==> src/t2c_pkg.sv <==
// package: register map, field positions and carriers for the timer2 control block
package t2c_pkg;

  // ==========================================================================
  // register map (byte addresses; control and mode sit one byte apart, the others one 32-bit word each)
  // ==========================================================================
  localparam logic [7:0] ADDR_CONTROL  = 8'hC8;
  localparam logic [7:0] ADDR_MODE     = 8'hC9;
  localparam logic [7:0] ADDR_COUNT    = 8'hCC;
  localparam logic [7:0] ADDR_HOLD     = 8'hD0;
  localparam logic [7:0] ADDR_IRQ_STAT = 8'hD4;
  localparam logic [7:0] ADDR_IRQ_EN   = 8'hD8;
  localparam logic [7:0] ADDR_IRQ_CLR  = 8'hDC;

  // ==========================================================================
  // control register fields
  // ==========================================================================
  localparam int BIT_OVF    = 7;
  localparam int BIT_EXF    = 6;
  localparam int BIT_RXBAUD = 5;
  localparam int BIT_TXBAUD = 4;
  localparam int BIT_EXEN   = 3;
  localparam int BIT_RUN    = 2;
  localparam int BIT_CSRC   = 1;
  localparam int BIT_CPRL   = 0;
  localparam logic [7:0] CONTROL_RESET = 8'h00;

  // mode register: bit 0 down count enable
  localparam int BIT_DOWN_COUNT_ENABLE = 0;

  // interrupt status bits
  localparam int IRQ_OVF  = 0;
  localparam int IRQ_EXT  = 1;
  localparam int IRQ_BITS = 2;

  // prescaler cycle counts
  localparam logic [3:0] DIV_6CLK  = 4'h6;
  localparam logic [3:0] DIV_12CLK = 4'hC;

  localparam logic [15:0] COUNT_RESET = 16'h0000;

  typedef struct packed {
    logic rx_tick;
    logic tx_tick;
  } t2c_baud_s;

  typedef struct packed {
    logic overflow_pulse;
    logic trigger_pulse;
  } t2c_event_s;

endpackage

==> src/t2c_sync.sv <==
// three-stage pin synchroniser with falling-edge detect
`timescale 1ns/1ps
module t2c_sync (
  input  wire logic ref_clk,
  input  wire logic rst_n,
  input  wire logic pin,
  output logic      fall
);

  logic s1_q;
  logic s2_q;
  logic s3_q;
  logic level_q;

  // ==========================================================================
  // a change counts only once stages two and three agree
  // ==========================================================================
  always_ff @(posedge ref_clk) begin
    if (!rst_n) begin
      s1_q    <= 1'b1;
      s2_q    <= 1'b1;
      s3_q    <= 1'b1;
      level_q <= 1'b1;
      fall    <= 1'b0;
    end else begin
      s1_q <= pin;
      s2_q <= s1_q;
      s3_q <= s2_q;
      fall <= 1'b0;
      if (s2_q == s3_q) begin
        level_q <= s3_q;
        fall    <= level_q & ~s3_q;
      end
    end
  end

endmodule

==> src/t2c_timer.sv <==
// timer2 counter with capture/reload, baud tick routing and avalon-mm registers
// ==========================================================================
// Notes on behaviour
// - counter overflow with neither baud bit set sets the overflow flag, bit 7; only software zero clears.
// - trigger-pin falling edge causing capture or reload sets external flag, bit 6.
// - external flag set requests the timer interrupt when that interrupt is enabled.
// - with down count enable set the external flag raises no interrupt; the code masks timer_irq_req only, trigger edges still raise irq.
// - hardware never clears the external flag; software writes zero.
// - bit 5 set sends overflow pulses as the serial receive clock.
// - bit 4 set sends overflow pulses as the serial transmit clock.
// - trigger enable, bit 3, gates trigger-pin edges; ignored when clocking serial port.
// - source select zero counts oscillator divided by 6 or 12.
// - source select one counts falling edges of the external count input.
// - capture select set with trigger enable captures count on trigger edges.
// - capture select clear reloads on overflow and on enabled trigger edges.
// - either baud bit set forces reload on overflow, ignoring capture select.
//
// Local design decision: the Avalon-MM slave port.
`timescale 1ns/1ps
module t2c_timer #(
  parameter int CNT_W = 16
) (
  input  wire logic        ref_clk,
  input  wire logic        rst_n,
  // avalon-mm slave
  input  wire logic [7:0]  avs_address,
  input  wire logic        avs_read,
  input  wire logic        avs_write,
  input  wire logic [31:0] avs_writedata,
  input  wire logic [3:0]  avs_byteenable,
  output logic [31:0]      avs_readdata,
  output logic             avs_waitrequest,
  // pins and system
  input  wire logic        external_trigger_pin,
  input  wire logic        count_pin,
  input  wire logic        six_clock_mode,
  input  wire logic        timer_irq_enable,
  // outputs
  output logic             timer_irq_req,
  output logic             irq,
  output t2c_pkg::t2c_baud_s baud_q
);

  // ==========================================================================
  // state
  // ==========================================================================
  logic [7:0]       control_q;
  logic             down_count_enable_q;
  logic [CNT_W-1:0] count_q;
  logic [CNT_W-1:0] hold_q;
  logic [3:0]       presc_q;
  logic [t2c_pkg::IRQ_BITS-1:0] irq_stat_q;
  logic [t2c_pkg::IRQ_BITS-1:0] irq_en_q;
  logic             ack_q;
  t2c_pkg::t2c_event_s ev;

  logic trig_fall;
  logic cnt_fall;

  t2c_sync u_trig_sync (
    .ref_clk (ref_clk),
    .rst_n   (rst_n),
    .pin     (external_trigger_pin),
    .fall    (trig_fall)
  );

  t2c_sync u_cnt_sync (
    .ref_clk (ref_clk),
    .rst_n   (rst_n),
    .pin     (count_pin),
    .fall    (cnt_fall)
  );

  // ==========================================================================
  // derived control
  // ==========================================================================
  logic baud_mode;
  logic tick;
  logic ovf;
  logic trig_event;
  logic capture_mode;
  logic [3:0] div_last;

  assign baud_mode    = control_q[t2c_pkg::BIT_RXBAUD] | control_q[t2c_pkg::BIT_TXBAUD];
  assign capture_mode = control_q[t2c_pkg::BIT_CPRL] & ~baud_mode;
  assign div_last     = six_clock_mode ? t2c_pkg::DIV_6CLK - 4'h1 : t2c_pkg::DIV_12CLK - 4'h1;

  always_comb begin
    tick = 1'b0;
    if (control_q[t2c_pkg::BIT_RUN]) begin
      if (control_q[t2c_pkg::BIT_CSRC]) begin
        tick = cnt_fall;
      end else begin
        tick = (presc_q == div_last);
      end
    end
  end

  assign ovf = tick & (count_q == {CNT_W{1'b1}});
  // trigger edges only act when enabled and timer is not a baud source
  assign trig_event = trig_fall & control_q[t2c_pkg::BIT_EXEN] & ~baud_mode;
  assign ev.overflow_pulse = ovf;
  assign ev.trigger_pulse  = trig_event;

  // ==========================================================================
  // prescaler
  // ==========================================================================
  always_ff @(posedge ref_clk) begin
    if (!rst_n) begin
      presc_q <= 4'h0;
    end else if (!control_q[t2c_pkg::BIT_RUN] || presc_q >= div_last) begin
      presc_q <= 4'h0;
    end else begin
      presc_q <= presc_q + 4'h1;
    end
  end

  // ==========================================================================
  // counter and holding register
  // ==========================================================================
  logic bus_wr;
  logic bus_rd;
  // a write lands at the answer edge, the only edge at which the master sees waitrequest low
  assign bus_wr = avs_write & ack_q;
  assign bus_rd = avs_read & ~ack_q;

  always_ff @(posedge ref_clk) begin
    if (!rst_n) begin
      count_q <= t2c_pkg::COUNT_RESET;
      hold_q  <= t2c_pkg::COUNT_RESET;
    end else begin
      if (bus_wr && avs_address == t2c_pkg::ADDR_HOLD) begin
        hold_q <= avs_writedata[CNT_W-1:0];
      end else if (trig_event && capture_mode) begin
        hold_q <= count_q;
      end
      if (bus_wr && avs_address == t2c_pkg::ADDR_COUNT) begin
        count_q <= avs_writedata[CNT_W-1:0];
      end else if (ovf && !capture_mode) begin
        count_q <= hold_q;
      end else if (trig_event && !capture_mode) begin
        count_q <= hold_q;
      end else if (tick) begin
        count_q <= count_q + 1'b1;
      end
    end
  end

  // ==========================================================================
  // control register: hardware set wins over software clear
  // ==========================================================================
  always_ff @(posedge ref_clk) begin
    if (!rst_n) begin
      control_q <= t2c_pkg::CONTROL_RESET;
      down_count_enable_q    <= 1'b0;
    end else begin
      if (bus_wr && avs_address == t2c_pkg::ADDR_CONTROL && avs_byteenable[0]) begin
        control_q <= avs_writedata[7:0];
      end
      if (bus_wr && avs_address == t2c_pkg::ADDR_MODE && avs_byteenable[0]) begin
        down_count_enable_q <= avs_writedata[t2c_pkg::BIT_DOWN_COUNT_ENABLE];
      end
      if (ovf && !baud_mode) begin
        control_q[t2c_pkg::BIT_OVF] <= 1'b1;
      end
      // flag stays until software writes zero
      if (trig_event) begin
        control_q[t2c_pkg::BIT_EXF] <= 1'b1;
      end
    end
  end

  // ==========================================================================
  // baud ticks to the serial port
  // ==========================================================================
  always_ff @(posedge ref_clk) begin
    if (!rst_n) begin
      baud_q <= '0;
    end else begin
      baud_q.rx_tick <= ovf & control_q[t2c_pkg::BIT_RXBAUD];
      baud_q.tx_tick <= ovf & control_q[t2c_pkg::BIT_TXBAUD];
    end
  end

  // ==========================================================================
  // timer interrupt request and system event interrupts
  // ==========================================================================
  always_ff @(posedge ref_clk) begin
    if (!rst_n) begin
      timer_irq_req <= 1'b0;
    end else begin
      timer_irq_req <= timer_irq_enable &
                       (control_q[t2c_pkg::BIT_OVF] |
                        (control_q[t2c_pkg::BIT_EXF] & ~down_count_enable_q));
    end
  end

  always_ff @(posedge ref_clk) begin
    if (!rst_n) begin
      irq_stat_q <= '0;
      irq_en_q   <= '0;
    end else begin
      if (bus_wr && avs_address == t2c_pkg::ADDR_IRQ_EN) begin
        irq_en_q <= avs_writedata[t2c_pkg::IRQ_BITS-1:0];
      end
      // set wins over a simultaneous clear
      if (bus_wr && avs_address == t2c_pkg::ADDR_IRQ_CLR) begin
        irq_stat_q <= (irq_stat_q & ~avs_writedata[t2c_pkg::IRQ_BITS-1:0]) |
                      {ev.trigger_pulse, ev.overflow_pulse};
      end else begin
        irq_stat_q <= irq_stat_q | {ev.trigger_pulse, ev.overflow_pulse};
      end
    end
  end

  always_ff @(posedge ref_clk) begin
    if (!rst_n) begin
      irq <= 1'b0;
    end else begin
      irq <= |(irq_stat_q & irq_en_q);
    end
  end

  // ==========================================================================
  // avalon-mm: one wait state, answer on the second edge
  // ==========================================================================
  // waitrequest is kept as its own flop, always the inverse of ack_q, so the port comes straight from a register
  always_ff @(posedge ref_clk) begin
    if (!rst_n) begin
      ack_q           <= 1'b0;
      avs_waitrequest <= 1'b1;
    end else begin
      ack_q           <= (avs_read | avs_write) & ~ack_q;
      avs_waitrequest <= ~((avs_read | avs_write) & ~ack_q);
    end
  end

  always_ff @(posedge ref_clk) begin
    if (!rst_n) begin
      avs_readdata <= 32'h0000_0000;
    end else if (bus_rd) begin
      if (avs_address == t2c_pkg::ADDR_CONTROL) begin
        avs_readdata <= {24'h00_0000, control_q};
      end else if (avs_address == t2c_pkg::ADDR_MODE) begin
        avs_readdata <= {31'h0000_0000, down_count_enable_q};
      end else if (avs_address == t2c_pkg::ADDR_COUNT) begin
        avs_readdata <= 32'(count_q);
      end else if (avs_address == t2c_pkg::ADDR_HOLD) begin
        avs_readdata <= 32'(hold_q);
      end else if (avs_address == t2c_pkg::ADDR_IRQ_STAT) begin
        avs_readdata <= 32'(irq_stat_q);
      end else if (avs_address == t2c_pkg::ADDR_IRQ_EN) begin
        avs_readdata <= 32'(irq_en_q);
      end else begin
        avs_readdata <= 32'h0000_0000;
      end
    end
  end

endmodule

==> config.mk <==
export PLATFORM = sky130hd
export DESIGN_NAME = t2c_timer
export DESIGN_NICKNAME = d
export VERILOG_FILES = /design/src/t2c_pkg.sv /design/src/t2c_sync.sv /design/src/t2c_timer.sv
export SDC_FILE = /design/constraint.sdc
export NUM_CORES = 1
export LEC_CHECK = 0
export ABC_AREA = 1
export BUFFER_PORTS_ARGS = -buffer_cell sky130_fd_sc_hd__buf_2
export CAP_MARGIN = 5
export CORE_ASPECT_RATIO = 1.2
export CORE_UTILIZATION = 35
export DETAILED_ROUTE_END_ITERATION = 8
export MAX_ROUTING_LAYER = met4
export SLEW_MARGIN = 20
export SYNTH_ARGS = -nofsm -noshare
export SYNTH_HDL_FRONTEND = slang
export SYNTH_SLANG_ARGS = --single-unit
==> constraint.sdc <==
create_clock -name ref_clk -period 1.8 [get_ports ref_clk]
set_input_delay 0.27 -clock ref_clk [delete_from_list [all_inputs] [get_ports ref_clk]]
set_output_delay 0.27 -clock ref_clk [all_outputs]
set_load 0.02 [all_outputs]
==> impl_metrics.py, run 1 <==
metrics = {
    "run_status": {
        "status": "finished clean",
    },
    "sta": {
        "fin_worst_skew_ns": 0.00835,
        "slew_viol_final": 0,
        "setup-violations-final": 0,
        "period_minus_slack_ns": 1.74,
        "fin_crit_sh_pct": 96.9,
        "hold_violations": 0,
        "fmax_mhz": 573,
        "worst_slack_ns": 0.0558,
        "rsz0062_at_grt": "true",
    },
    "cells_and_area": {
        "fin_nets": 764,
        "fin_area_um2": 5440,
        "drive_gt1_share_pct": 23.9,
        "antennaDiodeCount": 0,
        "fillCellCount": 1252,
        "seqCellArea_um2": 1630,
        "syn_to_final_growth_pct": 24.9,
        "multi_input_area_um2": 2430,
    },
    "yosys": {
        "yosys_warnings": 0,
        "ys_types": 40,
        "async_flop_share_pct": 0,
        "synth_seq_area_share_pct": 37.3,
        "netlist_area_um2": 4350,
        "avgSynthCellArea_um2": 6.95,
        "syn_inst": 626,
        "ys_ff_latch": 81,
        "synth-edff-count": 0,
        "synth-main-ff-cell": "dfxtp_1",
    },
    "setup_path": {
        "critPathSlowestCell": "dfxtp_4",
        "cp.arrival_ns": 2.03,
        "cp_common_cell": "nand2_2",
        "start_kind": "flop",
        "crit_chain": "ha_4, nand2_2, nor2_4, nor2_2, nor2_1, buf_4, nand3_4, nand2_4, buf_6, nand2_2, o21ai_1, nand2_1, a21oi_2",
        "path_class": "reg2reg",
        "setup.worst_path.end_class": "flop",
        "worst-path-max-fanout": 5,
        "max_stage_delay_ns": 0.36,
        "worst_ep_required_time_ns": 2.08,
    },
    "route": {
        "wl_per_cell_um": 14.8,
        "drtIter0Drc": 268,
        "num_vias": 4409,
        "vias_per_cell": 5.05,
        "first_pass_iters": 5,
        "drt.antenna.violating_nets": 0,
        "wl_mm": 13.0,
        "drc": 0,
    },
    "floorplanning": {
        "rows": 44,
        "die_h_um": 124,
        "start_util_pct": 35.9,
        "die_w_um": 104,
        "dieArea_um2": 12900,
        "pin_count": 89,
        "core_um2": 12100,
    },
    "grt": {
        "grt_usage_pct": 21.5,
        "grt_pass1_vias": 4133,
        "grt_pass1_wl_mm": 20.7,
        "antenna_found_initial": 0,
        "grt_max_degree": 33,
        "overflow": 0,
    },
    "clocking": {
        "cts_buffer_depth": 2,
        "clock_latency_ns": 0.35,
        "cts_hold_buf": 0,
        "cts_buffers": 9,
        "htreeDepth": 3,
        "cts_tree": "built",
        "cts_setup_buffers": 0,
        "root_buffer": "clkbuf_16",
        "clkTransAtPathRegs_ns": 0.06,
        "cts_sinks": 81,
    },
    "placed_design": {
        "postPlaceCellArea_um2": 5020,
        "dp_slack_ns": -0.166,
        "io_buffers": 53,
        "dp_hpwl_mm": 9.46,
        "gp_congestion": 0.925,
    },
    "power_and_ir_drop": {
        "cellLeakagePower_nw": 2.17,
        "worst_ir_drop_vdd_v": 0.000397,
        "power.density_nw_per_um2": 731,
    },
    "worst_hold_path": {
        "min_path_type": "in2reg",
    },
    "job": {
        "drv_cap": 0,
    },
}
## worst max-delay path, delay by kind of cell (launching register included)
| kind | cells | cell delay [ns] |
|---|---|---|
| buffers and inverters | 2 | 0.26 |
| AND/OR/NAND/NOR | 8 | 0.59 |
| adder cells (fa/ha/maj) | 1 | 0.27 |
| AO/OA/AOI/OAI | 2 | 0.18 |
| flip-flops | 1 | 0.36 |
## cell families (layout without fill, tap and decap cells)
kind of cell / count (synthesis) / in the layout / share of synthesized area (%)
AND/OR/NAND/NOR: 298 / 298 / 31.4
flip-flops: 81 / 81 / 37.3
AO/OA/AOI/OAI: 137 / 137 / 17.8
adder cells (fa/ha/maj): 5 / 5 / 1.44
buffers and inverters: 97 / 168 / 10.6
XOR/XNOR: 7 / 7 / 1.41
other: 1 / 16 / 0.0861
## cells in the mapped netlist (3+ instances only)
library cell	count	area share [%]
a21oi_1	54	6.2
a21oi_2	7	1.4
a22oi_1	3	0.52
a31oi_1	7	1.0
a41oi_1	4	0.80
buf_2	11	1.3
buf_4	20	3.4
clkbuf_1	10	0.86
dfxtp_1	81	37
ha_1	5	1.4
inv_1	51	4.4
nand2_1	141	12
nand3_1	60	6.9
nand4_1	11	1.6
nor2_1	53	4.6
nor2_4	6	1.6
nor3_1	7	0.80
nor3_2	4	0.92
o21ai_0	45	5.2
o21ai_1	7	0.80
or2_2	8	1.1
xor2_1	6	1.2
## sequential cells by signal, summed over array words and instances (netlist names), 2 cells and up
| signal | flops |
|---|---|
| count_q | 16 |
| hold_q | 16 |
| baud_q | 2 |
| irq_stat_q | 2 |
| avs_readdata | 16 |
| control_q | 8 |
| irq_en_q | 2 |
| presc_q | 4 |
## where the power goes
group | leakage, nW | internal, mW | total [mW] | switching, mW
sequential | 0.657 | 1.81 | 1.82 | 0.00985
combinational | 1.37 | 0.0801 | 0.256 | 0.176
clock | 0.135 | 1.08 | 1.90 | 0.815
total | 2.17 | 2.97 | 3.98 | 1.00
## layout by cell type, fill, tap and decap left out, types with 16 or more instances in the layout
cell type	n
a21oi_1	50
buf_2	53
buf_4	38
conb_1	16
dfxtp_1	78
inv_1	50
nand2_1	136
nand3_1	60
nor2_1	50
o21ai_0	43
## final timing paths
kind | cells past startpoint | slack [ns] | from | end
worst max-delay path | 13 | 0.06 | presc_q[2] | count_q[8]
worst min-delay path | 2 | 0.11 | external_trigger_pin | u_trig_sync.s1_q
worst max register to register | 13 | 0.06 | presc_q[2] | count_q[8]
worst min register to register | 1 | 0.43 | u_cnt_sync.s1_q | u_cnt_sync.s2_q
## layer usage
layer | vias up | routed length (um) | GRT usage (%)
met1 | 2037 | 5500 | 25.1
met3 | 26 | 651 | 3.51
met4 | 0 | 314 | 9.91
li1 | 2208 | - | -
met2 | 138 | 6490 | 36.6
met5 | - | 0 | -
## stage by stage
stage / hold WS (ns) / utilization, % / total power [mW] / TNS, ns / instances
floorplan: 0.377 / - / 2.03 / 0 / 641
global placement: 0.403 / 41.4 / 2.11 / -1.34 / 857
finish: 0.110 / 44.9 / 3.98 / 0 / 873
CTS: 0.106 / 44.0 / 4.00 / 0 / 873
detailed placement: 0.406 / 41.4 / 2.11 / -1.96 / 857
global route: 0.112 / 44.9 / 4.09 / -0.782 / 873
## area by class of cell
| type | count | area share (%) |
|---|---|---|
| Multi-Input combinational cell | 463 | 44.7 |
| Clock inverter | 7 | 1.43 |
| Inverter | 54 | 3.73 |
| Timing Repair Buffer | 98 | 12.4 |
| Clock buffer | 9 | 4.14 |
| Sequential cell | 81 | 29.9 |
| Tap cell | 161 | 3.70 |
## timing repair
| action | in CTS | in global routing |
|---|---|---|
| endpoints found under the setup margin | 13 | 17 |
| gates resized for setup | 4 | 26 |
| pin swaps | 0 | 10 |
| gates cloned | 0 | 0 |
Power figures use the tool's default switching activity.
==> inputs of run 2 (changes only) <==
- SYNTH_HIERARCHICAL: not set -> 1
==> impl_metrics.py, run 2 <==
metrics = {
    "cells_and_area": {
        "final_common_cell": "nand2_1",
        "fin_nets": 784,
        "drive_gt1_share_pct": 25.8,
        "fin_util_pct": 45.8,
        "antennaDiodeCount": 0,
        "syn_to_final_growth_pct": 27.3,
        "reg.largest.list": "avs_readdata: 16 flops, count_q: 16 flops, hold_q: 16 flops",
        "final_cell_mix": "119 x nand2_1, 74 x dfxtp_1, 66 x inv_1",
        "stdcell_count": 891,
    },
    "worst_hold_path": {
        "min_path_type": "in2reg",
    },
    "sta": {
        "fin_crit_sh_pct": 98.7,
        "hold_violations": 0,
        "worst_slew_pin_slew_ns": 0.504,
        "fmax_mhz": 563,
        "rsz0062_at_grt": "true",
        "period_minus_slack_ns": 1.78,
        "slew_headroom_pct": 66.4,
        "slew_viol_final": 0,
        "fin_worst_skew_ns": 0.00846,
        "setup-violations-final": 0,
    },
    "floorplanning": {
        "die_h_um": 125,
        "core_um2": 12200,
        "start_util_pct": 36.0,
        "rows": 44,
        "die_w_um": 104,
        "pin_count": 89,
        "dieArea_um2": 13000,
    },
    "clocking": {
        "htreeDepth": 3,
        "cts_buffer_depth": 2,
        "clkTransAtPathRegs_ns": 0.06,
        "cts_tree": "built",
        "cts_sinks": 81,
        "root_buffer": "clkbuf_16",
        "clock_latency_ns": 0.34,
        "cts_buffers": 9,
    },
    "power_and_ir_drop": {
        "switchingPower_mw": 0.910,
        "worst_ir_drop_vdd_v": 0.000317,
        "intPower_mw": 2.88,
        "power.density_nw_per_um2": 680,
        "clockPowerShare_pct": 45.1,
        "cellLeakagePower_nw": 2.28,
        "switching_share_pct": 24.0,
        "fin_total_pwr_mw": 3.79,
        "p_seq_share_pct": 48.1,
        "power_frac_comb_pct": 6.8,
    },
    "placed_design": {
        "gp_congestion": 0.925,
        "io_buffers": 53,
        "dp_cells": 871,
        "dp_hpwl_mm": 9.78,
    },
    "yosys": {
        "synth_top_cells_by_count": "122 x nand2_1, 81 x dfxtp_1, 67 x a21oi_1",
        "avgSynthCellArea_um2": 6.91,
        "synth_top_area_cell": "dfxtp_1",
        "netlist_area_um2": 4380,
        "syn_inst": 634,
        "yosys.area.top_type_share_pct": 37.0,
        "synth-edff-count": 0,
        "synth_seq_area_share_pct": 37.0,
        "ys_ff_latch": 81,
        "synthTopCellsByArea": "dfxtp_1 37%, nand2_1 10%, a21oi_1 7.7%",
        "synth-main-ff-cell": "dfxtp_1",
        "yosys_warnings": 6,
        "ys_types": 38,
        "async_flop_share_pct": 0,
        "synth_most_common_cell": "nand2_1",
    },
    "setup_path": {
        "path_class": "reg2reg",
        "cp.arrival_ns": 1.99,
        "cp.buffers_inverters": 2,
        "critPathSlowestCell": "dfxtp_2",
        "max_stage_delay_ns": 0.34,
        "setup.worst_path.end_class": "flop",
        "start_kind": "flop",
        "worst-path-max-fanout": 7,
        "worst_ep_required_time_ns": 2.01,
        "cp_top_family": "compound AO/OA/AOI/OAI gates",
        "crit_chain": "ha_4, nand2_4, nor2_4, nor2_4, buf_6, o2bb2ai_4, nor2_4, buf_4, a22oi_1, a21oi_1",
        "cp_common_cell": "nor2_4",
    },
    "run_status": {
        "status": "finished clean",
    },
    "route": {
        "wl_per_cell_um": 15.0,
        "drt-met1-wl_mm": 5.75,
        "highest_layer": "met4",
        "vias_per_cell": 5.03,
        "wl_mm": 13.4,
        "drt.antenna.violating_nets": 0,
        "num_vias": 4479,
        "routed-wl-met2_mm": 6.72,
        "first_pass_iters": 4,
        "route.met3.wl_um": 532,
        "drtIter0Drc": 271,
        "drc": 0,
    },
    "grt": {
        "grt_pass1_wl_mm": 21.6,
        "antenna_found_initial": 0,
        "grt_max_degree": 29,
        "grt_usage_pct": 21.8,
        "grt_pass1_vias": 4352,
        "overflow": 0,
    },
    "job": {
        "drv_cap": 0,
    },
}
-- run 2: cell count changes after synthesis, sizes merged, moves of 3 or more --
| cell | change |
|---|---|
| nor2 | +10 |
| nand3 | -9 |
| nand4 | +4 |
| nand2 | -15 |
| a41oi | -3 |
| inv | +21 |
| o22ai | +5 |
| a21oi | +6 |
-- run 2: cell type report --
class | count | area, um^2
Clock inverter | 3 | 17.5
Sequential cell | 81 | 1630
Clock buffer | 11 | 253
Timing Repair Buffer | 107 | 732
Tap cell | 161 | 201
Inverter | 74 | 285
Fill cell | 1289 | 6600
Multi-Input combinational cell | 454 | 2450
-- run 2: power groups by stage --
stage                     combinational (mW)  sequential, mW  clock (mW)
after global placement                 0.244            1.86           0
after detailed placement               0.248            1.86           0
after global routing                   0.282            1.82        1.81
after floorplan                        0.157            1.88           0
final                                  0.258            1.82        1.71
after CTS                              0.250            1.82        1.74
-- run 2: per-layer routing --
layer | vias up | GRT usage [%]
met1 | 2065 | 25.2
met3 | 36 | 3.45
li1 | 2243 | -
met2 | 135 | 36.7
met5 | - | -
met4 | 0 | 10.5
-- run 2: timing repair --
action | in CTS | in global routing
pin swaps | 1 | 13
buffers inserted | 1 | 6
gates resized for setup | 5 | 48
cloned | 0 | 0
hold buffers | 0 | 0
setup endpoints to repair | 17 | 18
-- run 2: kinds of logic (layout without fill, tap and decap cells) --
kind of cell,count (synthesis),after routing,share of synthesized area (%)
other cells,1,16,0.0857
flops,81,81,37.0
compound gates,139,139,17.1
fa+ha+maj,5,5,1.43
simple gates,285,285,30.4
buf+inv,114,195,12.1
xor+xnor,9,9,1.80
-- run 2: path summary, 6_finish.rpt --
path,start,end,slack (ns),cells after the start
min,count_pin,u_cnt_sync/s1_q,0.12,2
min reg2reg,u_trig_sync/s1_q,u_trig_sync/s2_q,0.42,1
max reg2reg,presc_q[1],count_q[3],0.02,10
max,presc_q[1],count_q[3],0.02,10
-- run 2: through the flow --
stage          TNS, ns  instance area, um^2  hold WS [ns]  worst slack (ns)
6_report             0                 5570         0.115            0.0230
5_1_grt         -0.269                 5570         0.119           -0.0428
4_1_cts              0                 5350         0.109            0.0176
3_5_place_dp     -3.00                 5030         0.401            -0.219
3_3_place_gp     -2.29                 5030         0.403            -0.193
2_1_floorplan        0                 4430         0.370            0.0556
